`src/pkg/dtc_params.svh`:
```
/*
  Constants of the dual timer/counter block: special-function-register
  addresses, control-bit positions and reset values.
  Assumes it is included by bare name after the package that holds the types.
*/
`ifndef DTC_PARAMS_SVH
`define DTC_PARAMS_SVH

// register addresses in the special-function-register space
`define DTC_ADDR_TCTRL   8'h88
`define DTC_ADDR_TMODE   8'h89
`define DTC_ADDR_T0LOW   8'h8A
`define DTC_ADDR_T1LOW   8'h8B
`define DTC_ADDR_T0HIGH  8'h8C
`define DTC_ADDR_T1HIGH  8'h8D
`define DTC_ADDR_SYSCTL  8'hB4

// timer_ctrl_flags bit positions
`define DTC_T1_OVF_BIT   7
`define DTC_T1_RUN_BIT   6
`define DTC_T0_OVF_BIT   5
`define DTC_T0_RUN_BIT   4
`define DTC_IRQ1_EDG_BIT 3
`define DTC_IRQ1_TYP_BIT 2
`define DTC_IRQ0_EDG_BIT 1
`define DTC_IRQ0_TYP_BIT 0

// timer_mode_select bit positions (timer 1 in the upper nibble)
`define DTC_T1_GATE_BIT  7
`define DTC_T1_CT_BIT    6
`define DTC_T1_MODE_HI   5
`define DTC_T1_MODE_LO   4
`define DTC_T0_GATE_BIT  3
`define DTC_T0_CT_BIT    2
`define DTC_T0_MODE_HI   1
`define DTC_T0_MODE_LO   0

// system_control clock-source fields
`define DTC_T1_SEL_HI    7
`define DTC_T1_SEL_LO    6
`define DTC_T0_SEL_HI    5
`define DTC_T0_SEL_LO    4

// reset values
`define DTC_TCTRL_RST    8'h00
`define DTC_TMODE_RST    8'h00
`define DTC_SYSCTL_RST   8'h00
`define DTC_COUNT_RST    8'h00

// legacy-mode prescaler width in bits
`define DTC_PSC_BITS     5

`endif

```
`src/pkg/dtc_pkg.sv`:
```
/*
  Types shared by the dual timer/counter files.
  Assumes nothing beyond a SystemVerilog compiler.
*/
package dtc_pkg;

  // count mode of one timer
  typedef enum logic [1:0] {
    DTC_MODE_LEGACY,
    DTC_MODE_WIDE,
    DTC_MODE_RELOAD,
    DTC_MODE_SPLIT
  } dtc_mode_t;

  // clock source chosen in system_control
  typedef enum logic [1:0] {
    DTC_SRC_PSC,
    DTC_SRC_PIN,
    DTC_SRC_STROBE,
    DTC_SRC_PER
  } dtc_src_t;

  // one timer's pair of count bytes
  typedef struct packed {
    logic [7:0] high;
    logic [7:0] low;
  } dtc_cnt_t;

  // result of one count step
  typedef struct packed {
    dtc_cnt_t cnt;
    logic     ovf;
  } dtc_step_t;

  // per-tick events that feed one timer's source selector
  typedef struct packed {
    logic psc;
    logic pin;
    logic strobe;
    logic per;
  } dtc_ticks_t;

endpackage : dtc_pkg

```
`src/dtc_tick_sel.sv`:
```
/*
  Count-source selector of one timer: picks the one-cycle tick that
  advances the count.
  Assumes every tick input is a single-cycle pulse on core_clk.
*/
`timescale 1ns/100ps

module dtc_tick_sel
  import dtc_pkg::*;
(
  // source pulses
  input  wire dtc_ticks_t ticks,
  // selection
  input  wire logic       ct_sel,
  input  wire dtc_src_t   src_sel,
  // result
  output wire logic       tick
);

  ////////////////////////////////////////////////////////////////////////////
  // multiplexer behind the counter/timer bit
  wire logic mux_tick;

  // system_control picks one of four sources
  assign mux_tick = (src_sel == DTC_SRC_PSC)    ? ticks.psc    :
                    (src_sel == DTC_SRC_PIN)    ? ticks.pin    :
                    (src_sel == DTC_SRC_STROBE) ? ticks.strobe : ticks.per;

  // the counter bit forces the external pin ahead of the multiplexer
  assign tick = ct_sel ? ticks.pin : mux_tick;

endmodule // dtc_tick_sel

```
`src/dtc_top.sv`:
```
/*
  Dual timer/counter with control, mode and clock-source registers and the
  two external-interrupt type and edge flags.
  Assumes a single-master register port on core_clk; pins and the two
  prescaler clocks arrive asynchronously; strobes and acks are core_clk pulses.
*/
`timescale 1ns/100ps
`include "dtc_params.svh"

module dtc_top
  import dtc_pkg::*;
(
  // clock and reset
  input  wire  logic       core_clk,
  input  wire  logic       arst_n,
  // register port
  input  wire  logic [7:0] sfr_addr,
  input  wire  logic       sfr_wr,
  input  wire  logic       sfr_rd,
  input  wire  logic [7:0] sfr_wdata,
  output logic       [7:0] sfr_rdata,
  // asynchronous pins and prescaler clocks
  input  wire  logic       ext_irq0_pin,
  input  wire  logic       ext_irq1_pin,
  input  wire  logic       t0_count_pin,
  input  wire  logic       t1_count_pin,
  input  wire  logic       psc_clk,
  input  wire  logic       per_clk,
  // cpu strobes and interrupt acknowledges
  input  wire  logic       program_fetch_strobe,
  input  wire  logic       instr_strobe,
  input  wire  logic       t0_vector_ack,
  input  wire  logic       t1_vector_ack,
  input  wire  logic       irq0_ack,
  input  wire  logic       irq1_ack,
  // flags
  output logic             t0_overflow_flag,
  output logic             t1_overflow_flag,
  output logic             ext_irq0_edge_flag,
  output logic             ext_irq1_edge_flag
);

  ////////////////////////////////////////////////////////////////////////////
  // registers
  logic [7:0] tctrl_reg, tctrl_next;
  logic [7:0] tmode_reg;
  logic [7:0] sysctl_reg;
  dtc_cnt_t   t0_reg, t0_next;
  dtc_cnt_t   t1_reg, t1_next;
  logic [7:0] rdata_reg, rdata_next;

  // synchronisers: irq0, irq1, t0 pin, t1 pin, psc, per
  logic [5:0] sync1_reg;
  logic [5:0] sync2_reg;
  logic [5:0] sync3_reg;

  ////////////////////////////////////////////////////////////////////////////
  // two-flop synchronisers plus one delay stage for edge detection; presets are low for the count pins and high for
  // irq, psc and per, so only an irq pin held low through reset gives a false edge afterwards
  always_ff @(posedge core_clk or negedge arst_n)
  begin
    if (!arst_n)
    begin
      sync1_reg <= 6'h33;
      sync2_reg <= 6'h33;
      sync3_reg <= 6'h33;
    end
    else
    begin
      sync1_reg <= {per_clk, psc_clk, t1_count_pin, t0_count_pin, ext_irq1_pin, ext_irq0_pin};
      sync2_reg <= sync1_reg;
      sync3_reg <= sync2_reg;
    end
  end

  // pin levels and edges; count pins advance on a falling edge
  wire logic ext_irq0_pin_lvl  = sync2_reg[0];
  wire logic ext_irq1_pin_lvl  = sync2_reg[1];
  wire logic ext_irq0_pin_fall = sync3_reg[0] & ~sync2_reg[0];
  wire logic ext_irq1_pin_fall = sync3_reg[1] & ~sync2_reg[1];
  wire logic t0_pin_tk = sync3_reg[2] & ~sync2_reg[2];
  wire logic t1_pin_tk = sync3_reg[3] & ~sync2_reg[3];
  wire logic psc_tk    = ~sync3_reg[4] & sync2_reg[4];  // one tick per prescaler rising edge
  wire logic per_tk    = ~sync3_reg[5] & sync2_reg[5];

  ////////////////////////////////////////////////////////////////////////////
  // register decode
  wire logic wr_tctrl  = sfr_wr && (sfr_addr == `DTC_ADDR_TCTRL);
  wire logic wr_tmode  = sfr_wr && (sfr_addr == `DTC_ADDR_TMODE);
  wire logic wr_sysctl = sfr_wr && (sfr_addr == `DTC_ADDR_SYSCTL);
  wire logic wr_t0low  = sfr_wr && (sfr_addr == `DTC_ADDR_T0LOW);
  wire logic wr_t0high = sfr_wr && (sfr_addr == `DTC_ADDR_T0HIGH);
  wire logic wr_t1low  = sfr_wr && (sfr_addr == `DTC_ADDR_T1LOW);
  wire logic wr_t1high = sfr_wr && (sfr_addr == `DTC_ADDR_T1HIGH);

  // control fields, timer 1 upper nibble and timer 0 lower nibble
  wire dtc_mode_t mode0 = dtc_mode_t'(tmode_reg[`DTC_T0_MODE_HI:`DTC_T0_MODE_LO]);
  wire dtc_mode_t mode1 = dtc_mode_t'(tmode_reg[`DTC_T1_MODE_HI:`DTC_T1_MODE_LO]);
  wire logic      run0  = tctrl_reg[`DTC_T0_RUN_BIT];
  wire logic      run1  = tctrl_reg[`DTC_T1_RUN_BIT];
  wire logic      split = (mode0 == DTC_MODE_SPLIT);

  // gating: run alone, or run and a high interrupt pin
  wire logic en0 = run0 & (~tmode_reg[`DTC_T0_GATE_BIT] | ext_irq0_pin_lvl);
  wire logic en1 = run1 & (~tmode_reg[`DTC_T1_GATE_BIT] | ext_irq1_pin_lvl);

  ////////////////////////////////////////////////////////////////////////////
  // clock-source selection per timer
  wire logic tick0;
  wire logic tick1;

  dtc_tick_sel u_sel0 (
    .ticks   ({psc_tk, t0_pin_tk, instr_strobe, per_tk}),
    .ct_sel  (tmode_reg[`DTC_T0_CT_BIT]),
    .src_sel (dtc_src_t'(sysctl_reg[`DTC_T0_SEL_HI:`DTC_T0_SEL_LO])),
    .tick    (tick0)
  );

  dtc_tick_sel u_sel1 (
    .ticks   ({psc_tk, t1_pin_tk, program_fetch_strobe, per_tk}),
    .ct_sel  (tmode_reg[`DTC_T1_CT_BIT]),
    .src_sel (dtc_src_t'(sysctl_reg[`DTC_T1_SEL_HI:`DTC_T1_SEL_LO])),
    .tick    (tick1)
  );

  ////////////////////////////////////////////////////////////////////////////
  // one count step for modes 00, 01 and 10
  function automatic dtc_step_t dtc_step(input dtc_mode_t m, input dtc_cnt_t c);
    dtc_step_t r;
    logic      carry;
    r     = '{cnt: c, ovf: 1'b0};
    carry = 1'b0;
    unique case (m)
      DTC_MODE_LEGACY:
      begin
        // low five bits prescale; the upper three low bits are left alone
        r.cnt.low[`DTC_PSC_BITS-1:0] = c.low[`DTC_PSC_BITS-1:0] + 5'h01;
        carry = &c.low[`DTC_PSC_BITS-1:0];
        if (carry)
          r.cnt.high = c.high + 8'h01;
        r.ovf = carry & (&c.high);
      end
      DTC_MODE_WIDE:
      begin
        {r.ovf, r.cnt} = {1'b0, c} + 17'h00001;
      end
      DTC_MODE_RELOAD:
      begin
        r.ovf = &c.low;
        // high byte is the reload source and never changes here
        r.cnt.low = r.ovf ? c.high : c.low + 8'h01;
      end
      DTC_MODE_SPLIT:
      begin
        r = '{cnt: c, ovf: 1'b0};
      end
    endcase
    return r;
  endfunction

  wire dtc_step_t st0 = dtc_step(mode0, t0_reg);
  wire dtc_step_t st1 = dtc_step(mode1, t1_reg);

  // split mode: low byte on timer 0 controls, high byte a timer on run1
  wire logic       split_lo_tk = split & en0 & tick0;
  wire logic       split_hi_tk = split & run1 & psc_tk;
  wire logic [8:0] split_lo    = {1'b0, t0_reg.low} + 9'h001;
  wire logic [8:0] split_hi    = {1'b0, t0_reg.high} + 9'h001;

  // overflow events of the cycle
  wire logic t0_adv  = ~split & en0 & tick0;
  wire logic t1_adv  = (mode1 != DTC_MODE_SPLIT) & en1 & tick1;
  wire logic t0_ovf  = (t0_adv & st0.ovf) | (split_lo_tk & split_lo[8]);
  // with timer 0 split, its high byte owns the timer 1 flag
  wire logic t1_ovf  = split ? (split_hi_tk & split_hi[8]) : (t1_adv & st1.ovf);

  ////////////////////////////////////////////////////////////////////////////
  // next count values; a software write to a byte wins over counting
  always_comb
  begin
    t0_next = t0_reg;  // a stopped timer keeps its bytes
    if (t0_adv)
      t0_next = st0.cnt;
    if (split_lo_tk)
      t0_next.low = split_lo[7:0];
    if (split_hi_tk)
      t0_next.high = split_hi[7:0];
    if (wr_t0low)
      t0_next.low = sfr_wdata;
    if (wr_t0high)
      t0_next.high = sfr_wdata;
  end

  always_comb
  begin
    t1_next = t1_reg;  // mode 11 on timer 1 lands here and holds
    if (t1_adv)
      t1_next = st1.cnt;
    if (wr_t1low)
      t1_next.low = sfr_wdata;
    if (wr_t1high)
      t1_next.high = sfr_wdata;
  end

  ////////////////////////////////////////////////////////////////////////////
  // interrupt flag events: level type sets while the pin is low, edge type on a falling edge; both latch
  wire logic irq0_set = tctrl_reg[`DTC_IRQ0_TYP_BIT] ? ~ext_irq0_pin_lvl : ext_irq0_pin_fall;
  wire logic irq1_set = tctrl_reg[`DTC_IRQ1_TYP_BIT] ? ~ext_irq1_pin_lvl : ext_irq1_pin_fall;

  // software clears a flag by writing zero to it
  wire logic [7:0] sw_clr = wr_tctrl ? ~sfr_wdata : 8'h00;
  wire logic [7:0] sw_set = wr_tctrl ? sfr_wdata  : 8'h00;

  // hardware sets beat every clear that lands in the same cycle
  always_comb
  begin
    tctrl_next = wr_tctrl ? sfr_wdata : tctrl_reg;  // run and type bits
    tctrl_next[`DTC_T0_OVF_BIT] = t0_ovf | sw_set[`DTC_T0_OVF_BIT] |
      (tctrl_reg[`DTC_T0_OVF_BIT] & ~t0_vector_ack & ~sw_clr[`DTC_T0_OVF_BIT]);
    tctrl_next[`DTC_T1_OVF_BIT] = t1_ovf | sw_set[`DTC_T1_OVF_BIT] |
      (tctrl_reg[`DTC_T1_OVF_BIT] & ~t1_vector_ack & ~sw_clr[`DTC_T1_OVF_BIT]);
    tctrl_next[`DTC_IRQ0_EDG_BIT] = irq0_set | sw_set[`DTC_IRQ0_EDG_BIT] |
      (tctrl_reg[`DTC_IRQ0_EDG_BIT] & ~irq0_ack & ~sw_clr[`DTC_IRQ0_EDG_BIT]);
    tctrl_next[`DTC_IRQ1_EDG_BIT] = irq1_set | sw_set[`DTC_IRQ1_EDG_BIT] |
      (tctrl_reg[`DTC_IRQ1_EDG_BIT] & ~irq1_ack & ~sw_clr[`DTC_IRQ1_EDG_BIT]);
  end

  ////////////////////////////////////////////////////////////////////////////
  // read multiplexer; unmapped addresses read zero
  assign rdata_next = ~sfr_rd                       ? rdata_reg  :
                      (sfr_addr == `DTC_ADDR_TCTRL)  ? tctrl_reg  :
                      (sfr_addr == `DTC_ADDR_TMODE)  ? tmode_reg  :
                      (sfr_addr == `DTC_ADDR_SYSCTL) ? sysctl_reg :
                      (sfr_addr == `DTC_ADDR_T0LOW)  ? t0_reg.low :
                      (sfr_addr == `DTC_ADDR_T0HIGH) ? t0_reg.high :
                      (sfr_addr == `DTC_ADDR_T1LOW)  ? t1_reg.low :
                      (sfr_addr == `DTC_ADDR_T1HIGH) ? t1_reg.high : 8'h00;

  ////////////////////////////////////////////////////////////////////////////
  // control and configuration registers
  always_ff @(posedge core_clk or negedge arst_n)
  begin
    if (!arst_n)
    begin
      tctrl_reg  <= `DTC_TCTRL_RST;
      tmode_reg  <= `DTC_TMODE_RST;
      sysctl_reg <= `DTC_SYSCTL_RST;
      rdata_reg  <= 8'h00;
    end
    else
    begin
      tctrl_reg  <= tctrl_next;
      tmode_reg  <= wr_tmode ? sfr_wdata : tmode_reg;
      sysctl_reg <= wr_sysctl ? sfr_wdata : sysctl_reg;
      rdata_reg  <= rdata_next;
    end
  end

  // count registers
  always_ff @(posedge core_clk or negedge arst_n)
  begin
    if (!arst_n)
    begin
      t0_reg <= {`DTC_COUNT_RST, `DTC_COUNT_RST};
      t1_reg <= {`DTC_COUNT_RST, `DTC_COUNT_RST};
    end
    else
    begin
      t0_reg <= t0_next;
      t1_reg <= t1_next;
    end
  end

  ////////////////////////////////////////////////////////////////////////////
  // outputs, each straight from a register bit
  assign sfr_rdata          = rdata_reg;
  assign t0_overflow_flag   = tctrl_reg[`DTC_T0_OVF_BIT];
  assign t1_overflow_flag   = tctrl_reg[`DTC_T1_OVF_BIT];
  assign ext_irq0_edge_flag = tctrl_reg[`DTC_IRQ0_EDG_BIT];
  assign ext_irq1_edge_flag = tctrl_reg[`DTC_IRQ1_EDG_BIT];

endmodule // dtc_top

```
`config.mk`:
```
export PLATFORM = sky130hd
export DESIGN_NAME = dtc_top
export DESIGN_NICKNAME = d
export VERILOG_FILES = /design/src/pkg/dtc_pkg.sv /design/src/dtc_tick_sel.sv /design/src/dtc_top.sv
export VERILOG_INCLUDE_DIRS = /design/src /design/src/pkg
export SDC_FILE = /design/constraint.sdc
export NUM_CORES = 1
export LEC_CHECK = 0
export ABC_AREA = 1
export BUFFER_PORTS_ARGS = -buffer_cell sky130_fd_sc_hd__clkbuf_2
export CAP_MARGIN = 20
export CORE_UTILIZATION = 55
export CTS_BUF_LIST = sky130_fd_sc_hd__clkbuf_8
export CTS_CLUSTER_DIAMETER = 30
export DETAILED_ROUTE_END_ITERATION = 10
export PLACE_DENSITY = 0.77
export SLEW_MARGIN = 10
export SYNTH_ARGS = -nofsm -noshare
export SYNTH_HDL_FRONTEND = slang
export SYNTH_SLANG_ARGS = --single-unit
```
`constraint.sdc`:
```
create_clock -name core_clk -period 1.86 [get_ports core_clk]
set_clock_uncertainty 0.2 [all_clocks]
set_input_delay 0.372 -clock core_clk [delete_from_list [all_inputs] [get_ports core_clk]]
set_output_delay 0.372 -clock core_clk [all_outputs]
set_load 0.03 [all_outputs]
```
# --- Word-level counts from Yosys, hierarchy flattened ---
# Cells that the tools add are included.
word_totals:
  reg_bits: 82
  in_bits: 32
  out_inout_bits: 12
  elab_cells: 174
op_classes:
  addsub: 10
  eq_ne: 22
  mux: 38
  bitwise: 59
  reduce_logical: 31
ops:
  columns: ["operator", "count"]
  rows:
  - ["two-way mux 8 bit", 19]
  - ["== test 8 bit (second input constant)", 7]
  - ["case mux 6 bit (4 select lines)", 2]
  - ["adder 16 x 1 -> 17 bit (second input constant)", 2]
  - ["adder 8 x 1 -> 8 bit (second input constant)", 4]
  - ["two-way mux 16 bit", 2]
  - ["case mux 8 bit (2 select lines)", 2]
  - ["AND reduction 8 bit", 4]
  - ["bitwise AND 1 bit", 30]
  - ["adder 8 x 1 -> 9 bit (second input constant)", 2]
  - ["inverter 1 bit", 17]
  - ["== test 2 bit (second input constant)", 6]
  - ["case mux 3 bit (2 select lines)", 2]
  - ["nonzero test 3 bit", 4]
  - ["two-way mux 1 bit", 11]
  - ["bitwise OR 1 bit", 11]
  - ["adder 5 x 1 -> 5 bit (second input constant)", 2]
  - ["AND reduction 5 bit", 2]
  - ["== test 2 x 1 -> 1 bit (second input constant)", 4]
  - ["logical NOT 2 bit", 4]
  - ["inverter 8 bit", 1]
  - ["AND reduction 2 bit", 4]
  - ["nonzero test 4 bit", 2]
  - ["logical AND 1 bit", 7]
  - ["6 further kinds", 9]

# --- Depth between registers and ports, before layout ---
# Gate-level depths: netlist (run 1).
logic_depth:
  depth_word: 11
  ltp_mapped: 14
  mapped_depth_nobuf: 14

# --- Modules after synthesis ---
# A second synthesis (run 1) with hierarchy kept.
unflattened:
  cells_unflattened: 723
  hier_area_um2: 5250.0
by_module_without_submodules:
  columns: ["module", "n_inst", "cells_each", "area_per_inst_um2", "seq_area_each_um2"]
  rows:
  - ["dtc_top", 1, 699, 5152.4, 2067.0]
  - ["dtc_tick_sel", 2, 12, 48.8, 0.0]

# --- Worst setup path after synthesis (run 1) ---
# Ideal clock, no wire load.
synth_path:
  path_kind: "reg2reg"
  startpoint: "reg t1_reg[0] (netlist name)"
  endpoint: "reg t1_reg[11] (netlist name)"
  setup_ps: 87
  arrival_time_ps: 1618
  required_time_ps: 1573
  path_slack_ps: -45
  path_stages_with_launch: 11
  n_path_buf: 0
  synth_period_minus_slack_ps: 1905
  cell_sequence: "dfrtp_1 ha_1 nand2_1 nor2_2 ha_1 inv_1 a21oi_1 nand3_1 nor2_1 nand3_1 o211ai_1"
synth_between:
  elab_chain_len: 4
  elab_cells_between_ends: 7
  cone_classes: "add/sub (1); eq/ne (1); mux (3); reduce/logical (2)"
synth_lines:
  columns: ["element", "line_no", "text"]
  rows:
  - ["from (decl)", "dtc_top.sv:49", "dtc_cnt_t t1_reg, t1_next;"]
  - ["from (signal assigned)", "dtc_top.sv:265", "t1_reg <= {`DTC_COUNT_RST, `DTC_COUNT_RST};"]
  - ["from (signal assigned)", "dtc_top.sv:270", "t1_reg <= t1_next;"]
  - ["adder 16 x 1 -> 17 bit", "dtc_top.sv:145", "{r.ovf, r.cnt} = {1'b0, c} + 17'h00001;"]
  - ["case mux 8 bit (2 select lines)", "dtc_top.sv:133", "unique case (m)"]
  - ["two-way mux 16 bit", "dtc_top.sv:197", "if (t1_adv)"]
  - ["two-way mux 8 bit", "dtc_top.sv:201", "if (wr_t1high)"]
# Several ways; a longest one is shown, not always the timed one. The select of a mux whose other input is x is not followed.
# A chain may end at the register's enable or synchronous reset.

# --- Final worst setup path (run 1) ---
# Ends and elaborated chain as after synthesis.

==> results.cfg, run 1 <==
[run_status]
status = complete, but fails checks
violations = negative setup slack

[pwr]
leakage_nw = 3.550
p_total_mw = 4.680
ir_worst_vdd_v = 0.0005883
p_per_area_nw_per_um2 = 647.2

[route]
route.detailed.drc = 0
wl_mm = 18.94
drt_iter0_markers = 511
firstDrtPassIters = 10
ant_nets = 0
vias = 5945
drt-vias-per-instance = 5.800
wl_per_cell_microns = 18.48

[synthesis]
yosysWarnings = 0
yosysUniqueCellTypes = 39
ys_ff_latch = 82
synth_top_family_by_area = simple AND/OR/NAND/NOR gates
synth_top_area_cell = dfrtp_1
seq_area_frac_synth = 0.3865
synthesis.area_sq_um = 5348
synth_edf_count = 0
synthCells = 735
avgSynthCellArea_sq_um = 7.276
yosysTopAreaCellShare = 0.3276
synthSimpleGateAreaFrac = 0.3402
synth_compound_area_frac = 0.1352
ys.flop_type = dfrtp_1
synthMuxAreaShare = 0
synthAdderAreaFrac = 0.02340
postSynth.asyncResetShare = 1.000
ys_top_cells_by_area = dfrtp_1, nand2_1, inv_1
synthXorXnorAreaFrac = 0.02457
syn_nets = 777

[timing]
fmax_mhz = 507.6
period_share = 1.059
setup_slack_ns = -0.1101
fin_tns_setup_ns = -1.277
slew_viol_final = 0
relSlewSlack = 0.6740
rsz0062_at_grt = yes
holdWs_ns = 0.07394
setup-violations-final = 23
tightest_slew_ns = 0.4884
fin_crit_ns = 1.970
hold_violations = 0

[worst_setup_path]
worst_ep_required_time_ns = 1.90
cp_data_arrival_time_ns = 2.01
worstSetupEndpointType = flop
crit_type = flop to flop
worstPathMaxFanout = 7
cp-start-kind = flop

[global_routing]
grt_remaining_overflow = 0
grt_antenna_before_repair = 0
grt_max_degree = 27
grt_pass1_vias = 5783
grt_pass1_wl_mm = 29.25
grt_usage = 0.3835

[floorplan]
ios = 44
rows = 35
die_y_microns = 100.6
start_util = 0.5733
core_area_sq_um = 9328
die_w_microns = 100.6
die-area_sq_um = 10120

[cts]
insertion_delay_ns = 0.39
cts_sinks = 82
cts-root-buf = clkbuf_8
cts_buffers = 9
cts.clk_slew.worst_paths_ns = 0.10
clockBufferDepth = 2
h-tree-depth = 3
tritoncts = done

[placement]
placed_area_sq_um = 6386
portBuffers = 43
place_ws_ns = -0.1152
hpwl_mm = 13.40
gp_congestion = 1.009

[finish]
drive_above_1_share = 0.3661
fin_area_sq_um = 7231
syn_to_final_growth_pct = 35.21
final_common_cell = nand2_1
diodes = 0
final_cell_mix = nand2_1, buf_4, inv_1
fin_nets = 933
final.fill_count = 671

[run]
maxCapViolCount = 0

[worst_hold_path]
hold_class = input pin to flop
Yosys cell counts, types with 4 or more instances:
| master | n |
|---|---|
| nand2_4 | 5 |
| ha_1 | 10 |
| o221ai_1 | 7 |
| nand4_1 | 16 |
| o21ai_1 | 5 |
| xor2_1 | 13 |
| nor2_2 | 4 |
| nand2_1 | 206 |
| nand2_2 | 9 |
| o21ai_0 | 48 |
| nor2_1 | 59 |
| inv_2 | 12 |
| nor2_4 | 4 |
| dfstp_2 | 12 |
| a21oi_1 | 24 |
| o211ai_1 | 12 |
| buf_6 | 5 |
| o22ai_1 | 13 |
| nand3_1 | 67 |
| dfrtp_1 | 70 |
| inv_1 | 90 |
| nor3_1 | 8 |
| o21ai_2 | 9 |
kinds of logic after synthesis:
| family | count (synthesis) |
|---|---|
| xor gates and xnor gates | 15 |
| and+or+nand+nor | 392 |
| buffers and inverters | 114 |
| DFF | 82 |
| AOI/OAI and AO/OA | 122 |
| adders and majority gates | 10 |
layout make-up:
type / count / area, sq um / share of cell area
flip-flops and latches: 82 / 2073 / 0.2867
inverters: 104 / 415.4 / 0.05745
repair buffers: 153 / 1145 / 0.1583
repair inverters: 1 / 5.005 / 0.0006922
clock inverters: 7 / 76.32 / 0.01056
multi-input cells: 540 / 3231 / 0.4468
clock buffers: 9 / 123.9 / 0.01713
well taps: 129 / 161.4 / 0.02232
critical path: stages (launching register included):
cell and delay [ns]:
dfrtp_1 0.39, ha_2 0.20, nand2_2 0.07, nor2_4 0.12, ha_4 0.14, inv_2 0.04
a21oi_2 0.14, nand3_2 0.13, buf_6 0.16, nand2_8 0.07, inv_4 0.05, nand2_1 0.05
o211ai_1 0.08
power by group:
part / internal [mW] / switching (mW) / total, mW
sequential: 1.93 / 0.137 / 2.07
clock: 0.538 / 0.843 / 1.38
combinational: 0.523 / 0.711 / 1.23
total: 2.99 / 1.69 / 4.68
path summary, 6_finish.rpt:
| path | start | to | slack [ns] | depth (start not counted) |
|---|---|---|---|---|
| max | t1_reg[0]$_DFFE_PN0P_ | t1_reg[11]$_DFFE_PN0P_ | -0.11 | 12 |
| min | sfr_wdata[3] | t1_reg[3]$_DFFE_PN0P_ | 0.07 | 3 |
| max reg2reg | t1_reg[0]$_DFFE_PN0P_ | t1_reg[11]$_DFFE_PN0P_ | -0.11 | 12 |
| min reg2reg | sync1_reg[1]$_DFF_PN1_ | sync2_reg[1]$_DFF_PN1_ | 0.16 | 0 |
| max in group asynchronous | arst_n | sync3_reg[4]$_DFF_PN1_ | 0.61 | 3 |
| min in group asynchronous | arst_n | t1_reg[3]$_DFFE_PN0P_ | 0.24 | 2 |
per-stage QoR:
step,util,std cells
after global routing,0.7752,1025
after CTS,0.7415,1019
after global placement,0.6846,989
after detailed placement,0.6846,989
after floorplan,-,735
final,0.7752,1025
metal layers:
| metal | global-route usage | vias up | wire length [microns] |
|---|---|---|---|
| met3 | 0.07628 | 66 | 1666 |
| met2 | 0.6354 | 336 | 9060 |
| met1 | 0.4868 | 2814 | 7549 |
| li1 | - | 2729 | - |
| met5 | 0 | - | 0 |
| met4 | 0.1717 | 0 | 667 |
timing repair:
action	4_1_cts	5_1_grt
resized for setup	64	82
hold buffers	7	0
pin swaps	34	29
setup buffers	6	4
endpoints found under the hold margin	27	0
gates cloned	1	2
setup endpoints to repair	31	34
(Power assumes the default switching activity.)
==> run 2, diff against run 1 <==
--- a/config.mk
+++ b/config.mk
@@ -13,7 +13,7 @@
 export CTS_BUF_LIST = sky130_fd_sc_hd__clkbuf_8
 export CTS_CLUSTER_DIAMETER = 30
 export DETAILED_ROUTE_END_ITERATION = 10
-export PLACE_DENSITY = 0.77
+export PLACE_DENSITY = 0.74
 export SLEW_MARGIN = 10
 export SYNTH_ARGS = -nofsm -noshare
 export SYNTH_HDL_FRONTEND = slang
==> constraint.sdc (replaced) <==
create_clock -name core_clk -period 2.15 [get_ports core_clk]
set_clock_uncertainty 0.2 [all_clocks]
set_input_delay 0.43 -clock core_clk [delete_from_list [all_inputs] [get_ports core_clk]]
set_output_delay 0.43 -clock core_clk [all_outputs]
set_load 0.03 [all_outputs]
==> run 2 against run 1 <==
  * The run now ends clean
  * Critical path type unchanged
  * Critical path depth is 2 lower
  * Largest power group unchanged
  * Cell count is 7.5% lower
  * Sequential share of layout area grew 4.8 points
==> results.cfg, run 2 (synthesized netlist as in run 1, its figures left out) <==
[worst_setup_path]
crit_path_max_incr_delay_ns = 0.39
cp-start-kind = flop
worstSetupEndpointType = flop
startpoint = t0_reg[0]$_DFFE_PN0P_
reg2reg_from = t0_reg[0]$_DFFE_PN0P_
r2r_cells = 10
r2r-end = t0_reg[13]$_DFFE_PN0P_
cp_slowest_cell = dfrtp_1
critPathBufInv = 1
critPathCapture = t0_reg[13]$_DFFE_PN0P_
crit_top_cell = ha_1
worstPathMaxFanout = 11
cp_data_arrival_time_ns = 2.05
crit_cells = 10
worstPathCellList = ha_1, nand2_1, nor2_4, ha_1, nor2_1, o21ai_2, nand2_2, inv_4, nand3_1, o21ai_0
worst_ep_required_time_ns = 2.20
crit_family = simple AND/OR/NAND/NOR gates
r2r_slack_ns = 0.16
crit_type = flop to flop

[global_routing]
grt_remaining_overflow = 0
grt_pass1_vias = 5090
grt_usage = 0.3426
grt_antenna_before_repair = 0
grt_max_degree = 37
grt_pass1_wl_mm = 25.88

[cts]
tritoncts = done
cts.clk_slew.worst_paths_ns = 0.11
cts-root-buf = clkbuf_8
clockBufferDepth = 2
insertion_delay_ns = 0.38
h-tree-depth = 3
cts_sinks = 82
cts_buffers = 9

[finish]
multi_input_area_sq_um = 2829
layout.cells.non_filler = 948
syn_to_final_growth_pct = 15.40
diodes = 0
drive_above_1_share = 0.1966
fin_area_sq_um = 6171
final_common_cell = nand2_1
fin_util = 0.6616
fin_nets = 856
final.fill_count = 818
final_cell_mix = nand2_1, inv_1, dfrtp_1
seq_area_sq_um = 2067

[placement]
place_ws_ns = 0.09280
placed_area_sq_um = 5858
hpwl_mm = 12.31
portBuffers = 43
dp.cells = 924
gp_congestion = 1.025

[timing]
relSlewSlack = 0.6454
setup-violations-final = 0
slew_viol_final = 0
holdWs_ns = 0.1393
tightest_slew_ns = 0.5312
fmax_mhz = 501.8
fin_tns_setup_ns = 0
hold_violations = 0
rsz0062_at_grt = no
period_share = 0.9269
setup_slack_ns = 0.1571
fin_crit_ns = 1.993

[pwr]
p_switching_mw = 1.330
seq_power_share = 0.470
p_int_mw = 2.461
p_per_area_nw_per_um2 = 614.3
ir_worst_vdd_v = 0.0004268
clock_power_share = 0.304
p_total_mw = 3.791
power_frac_comb = 0.226
leakage_nw = 3.081
switching_share = 0.3509

[floorplan]
rows = 35
ios = 44
start_util = 0.5733
core_area_sq_um = 9328
die_y_microns = 100.6
die-area_sq_um = 10120
die_w_microns = 100.6

[route]
wl_mm = 16.42
drt_iter0_markers = 446
route.detailed.drc = 0
wl_per_cell_microns = 17.32
drt-vias-per-instance = 5.703
firstDrtPassIters = 5
ant_nets = 0
vias = 5406

[run]
maxCapViolCount = 0

[run_status]
status = finished clean

[worst_hold_path]
hold_class = input pin to flop
run 2: worst min path at each step:
stage                                 from                        to  slack [ns]  cells after the start
floorplan                           arst_n  sfr_rdata[0]$_DFFE_PN0P_       -0.07                      0
global placement    sync1_reg[3]$_DFF_PN0_    sync2_reg[3]$_DFF_PN0_        0.14                      0
detailed placement  sync1_reg[3]$_DFF_PN0_    sync2_reg[3]$_DFF_PN0_        0.14                      0
CTS                           sfr_wdata[2]     t1_reg[2]$_DFFE_PN0P_        0.13                      3
global route                  sfr_wdata[2]     t1_reg[2]$_DFFE_PN0P_        0.16                      3
finish                        sfr_wdata[2]     t1_reg[2]$_DFFE_PN0P_        0.14                      3
run 2: layout make-up:
type,instances,share of cell area
multi-input combinational,539,0.4584
sequential,82,0.3350
timing repair buffer,78,0.08273
inverter,104,0.06488
tap,129,0.02616
clock buffer,9,0.02007
clock inverter,7,0.01277
run 2: worst reg2reg max path: cells and delay by family, from the launching register on:
| kind | cells | cell delay (ns) |
|---|---|---|
| and+or+nand+nor | 5 | 0.60 |
| DFF | 1 | 0.39 |
| adders and majority gates | 2 | 0.40 |
| buffers and inverters | 1 | 0.10 |
| AOI/OAI and AO/OA | 2 | 0.17 |
run 2: metal layers:
metal	up-vias	part of all wire	global-route usage
met4	0	0.045	0.1839
met1	2504	0.42	0.4467
met5	-	0	0
met2	267	0.45	0.5458
met3	57	0.085	0.05895
li1	2578	-	-
run 2: power groups by stage:
stage | Clock, mW | Sequential, mW | Combinational, mW
3_3_place_gp | 0 | 1.80 | 0.786
3_5_place_dp | 0 | 1.80 | 0.796
5_1_grt | 1.23 | 1.80 | 0.954
6_report | 1.15 | 1.78 | 0.855
4_1_cts | 1.16 | 1.77 | 0.808
2_1_floorplan | 0 | 1.79 | 0.489
run 2: timing repair:
item                                   4_1_cts  5_1_grt
endpoints found under the hold margin       34        0
setup endpoints to repair                    0       19
buffers inserted                             0        1
hold buffers                                 7        0
gates resized for setup                      0       12
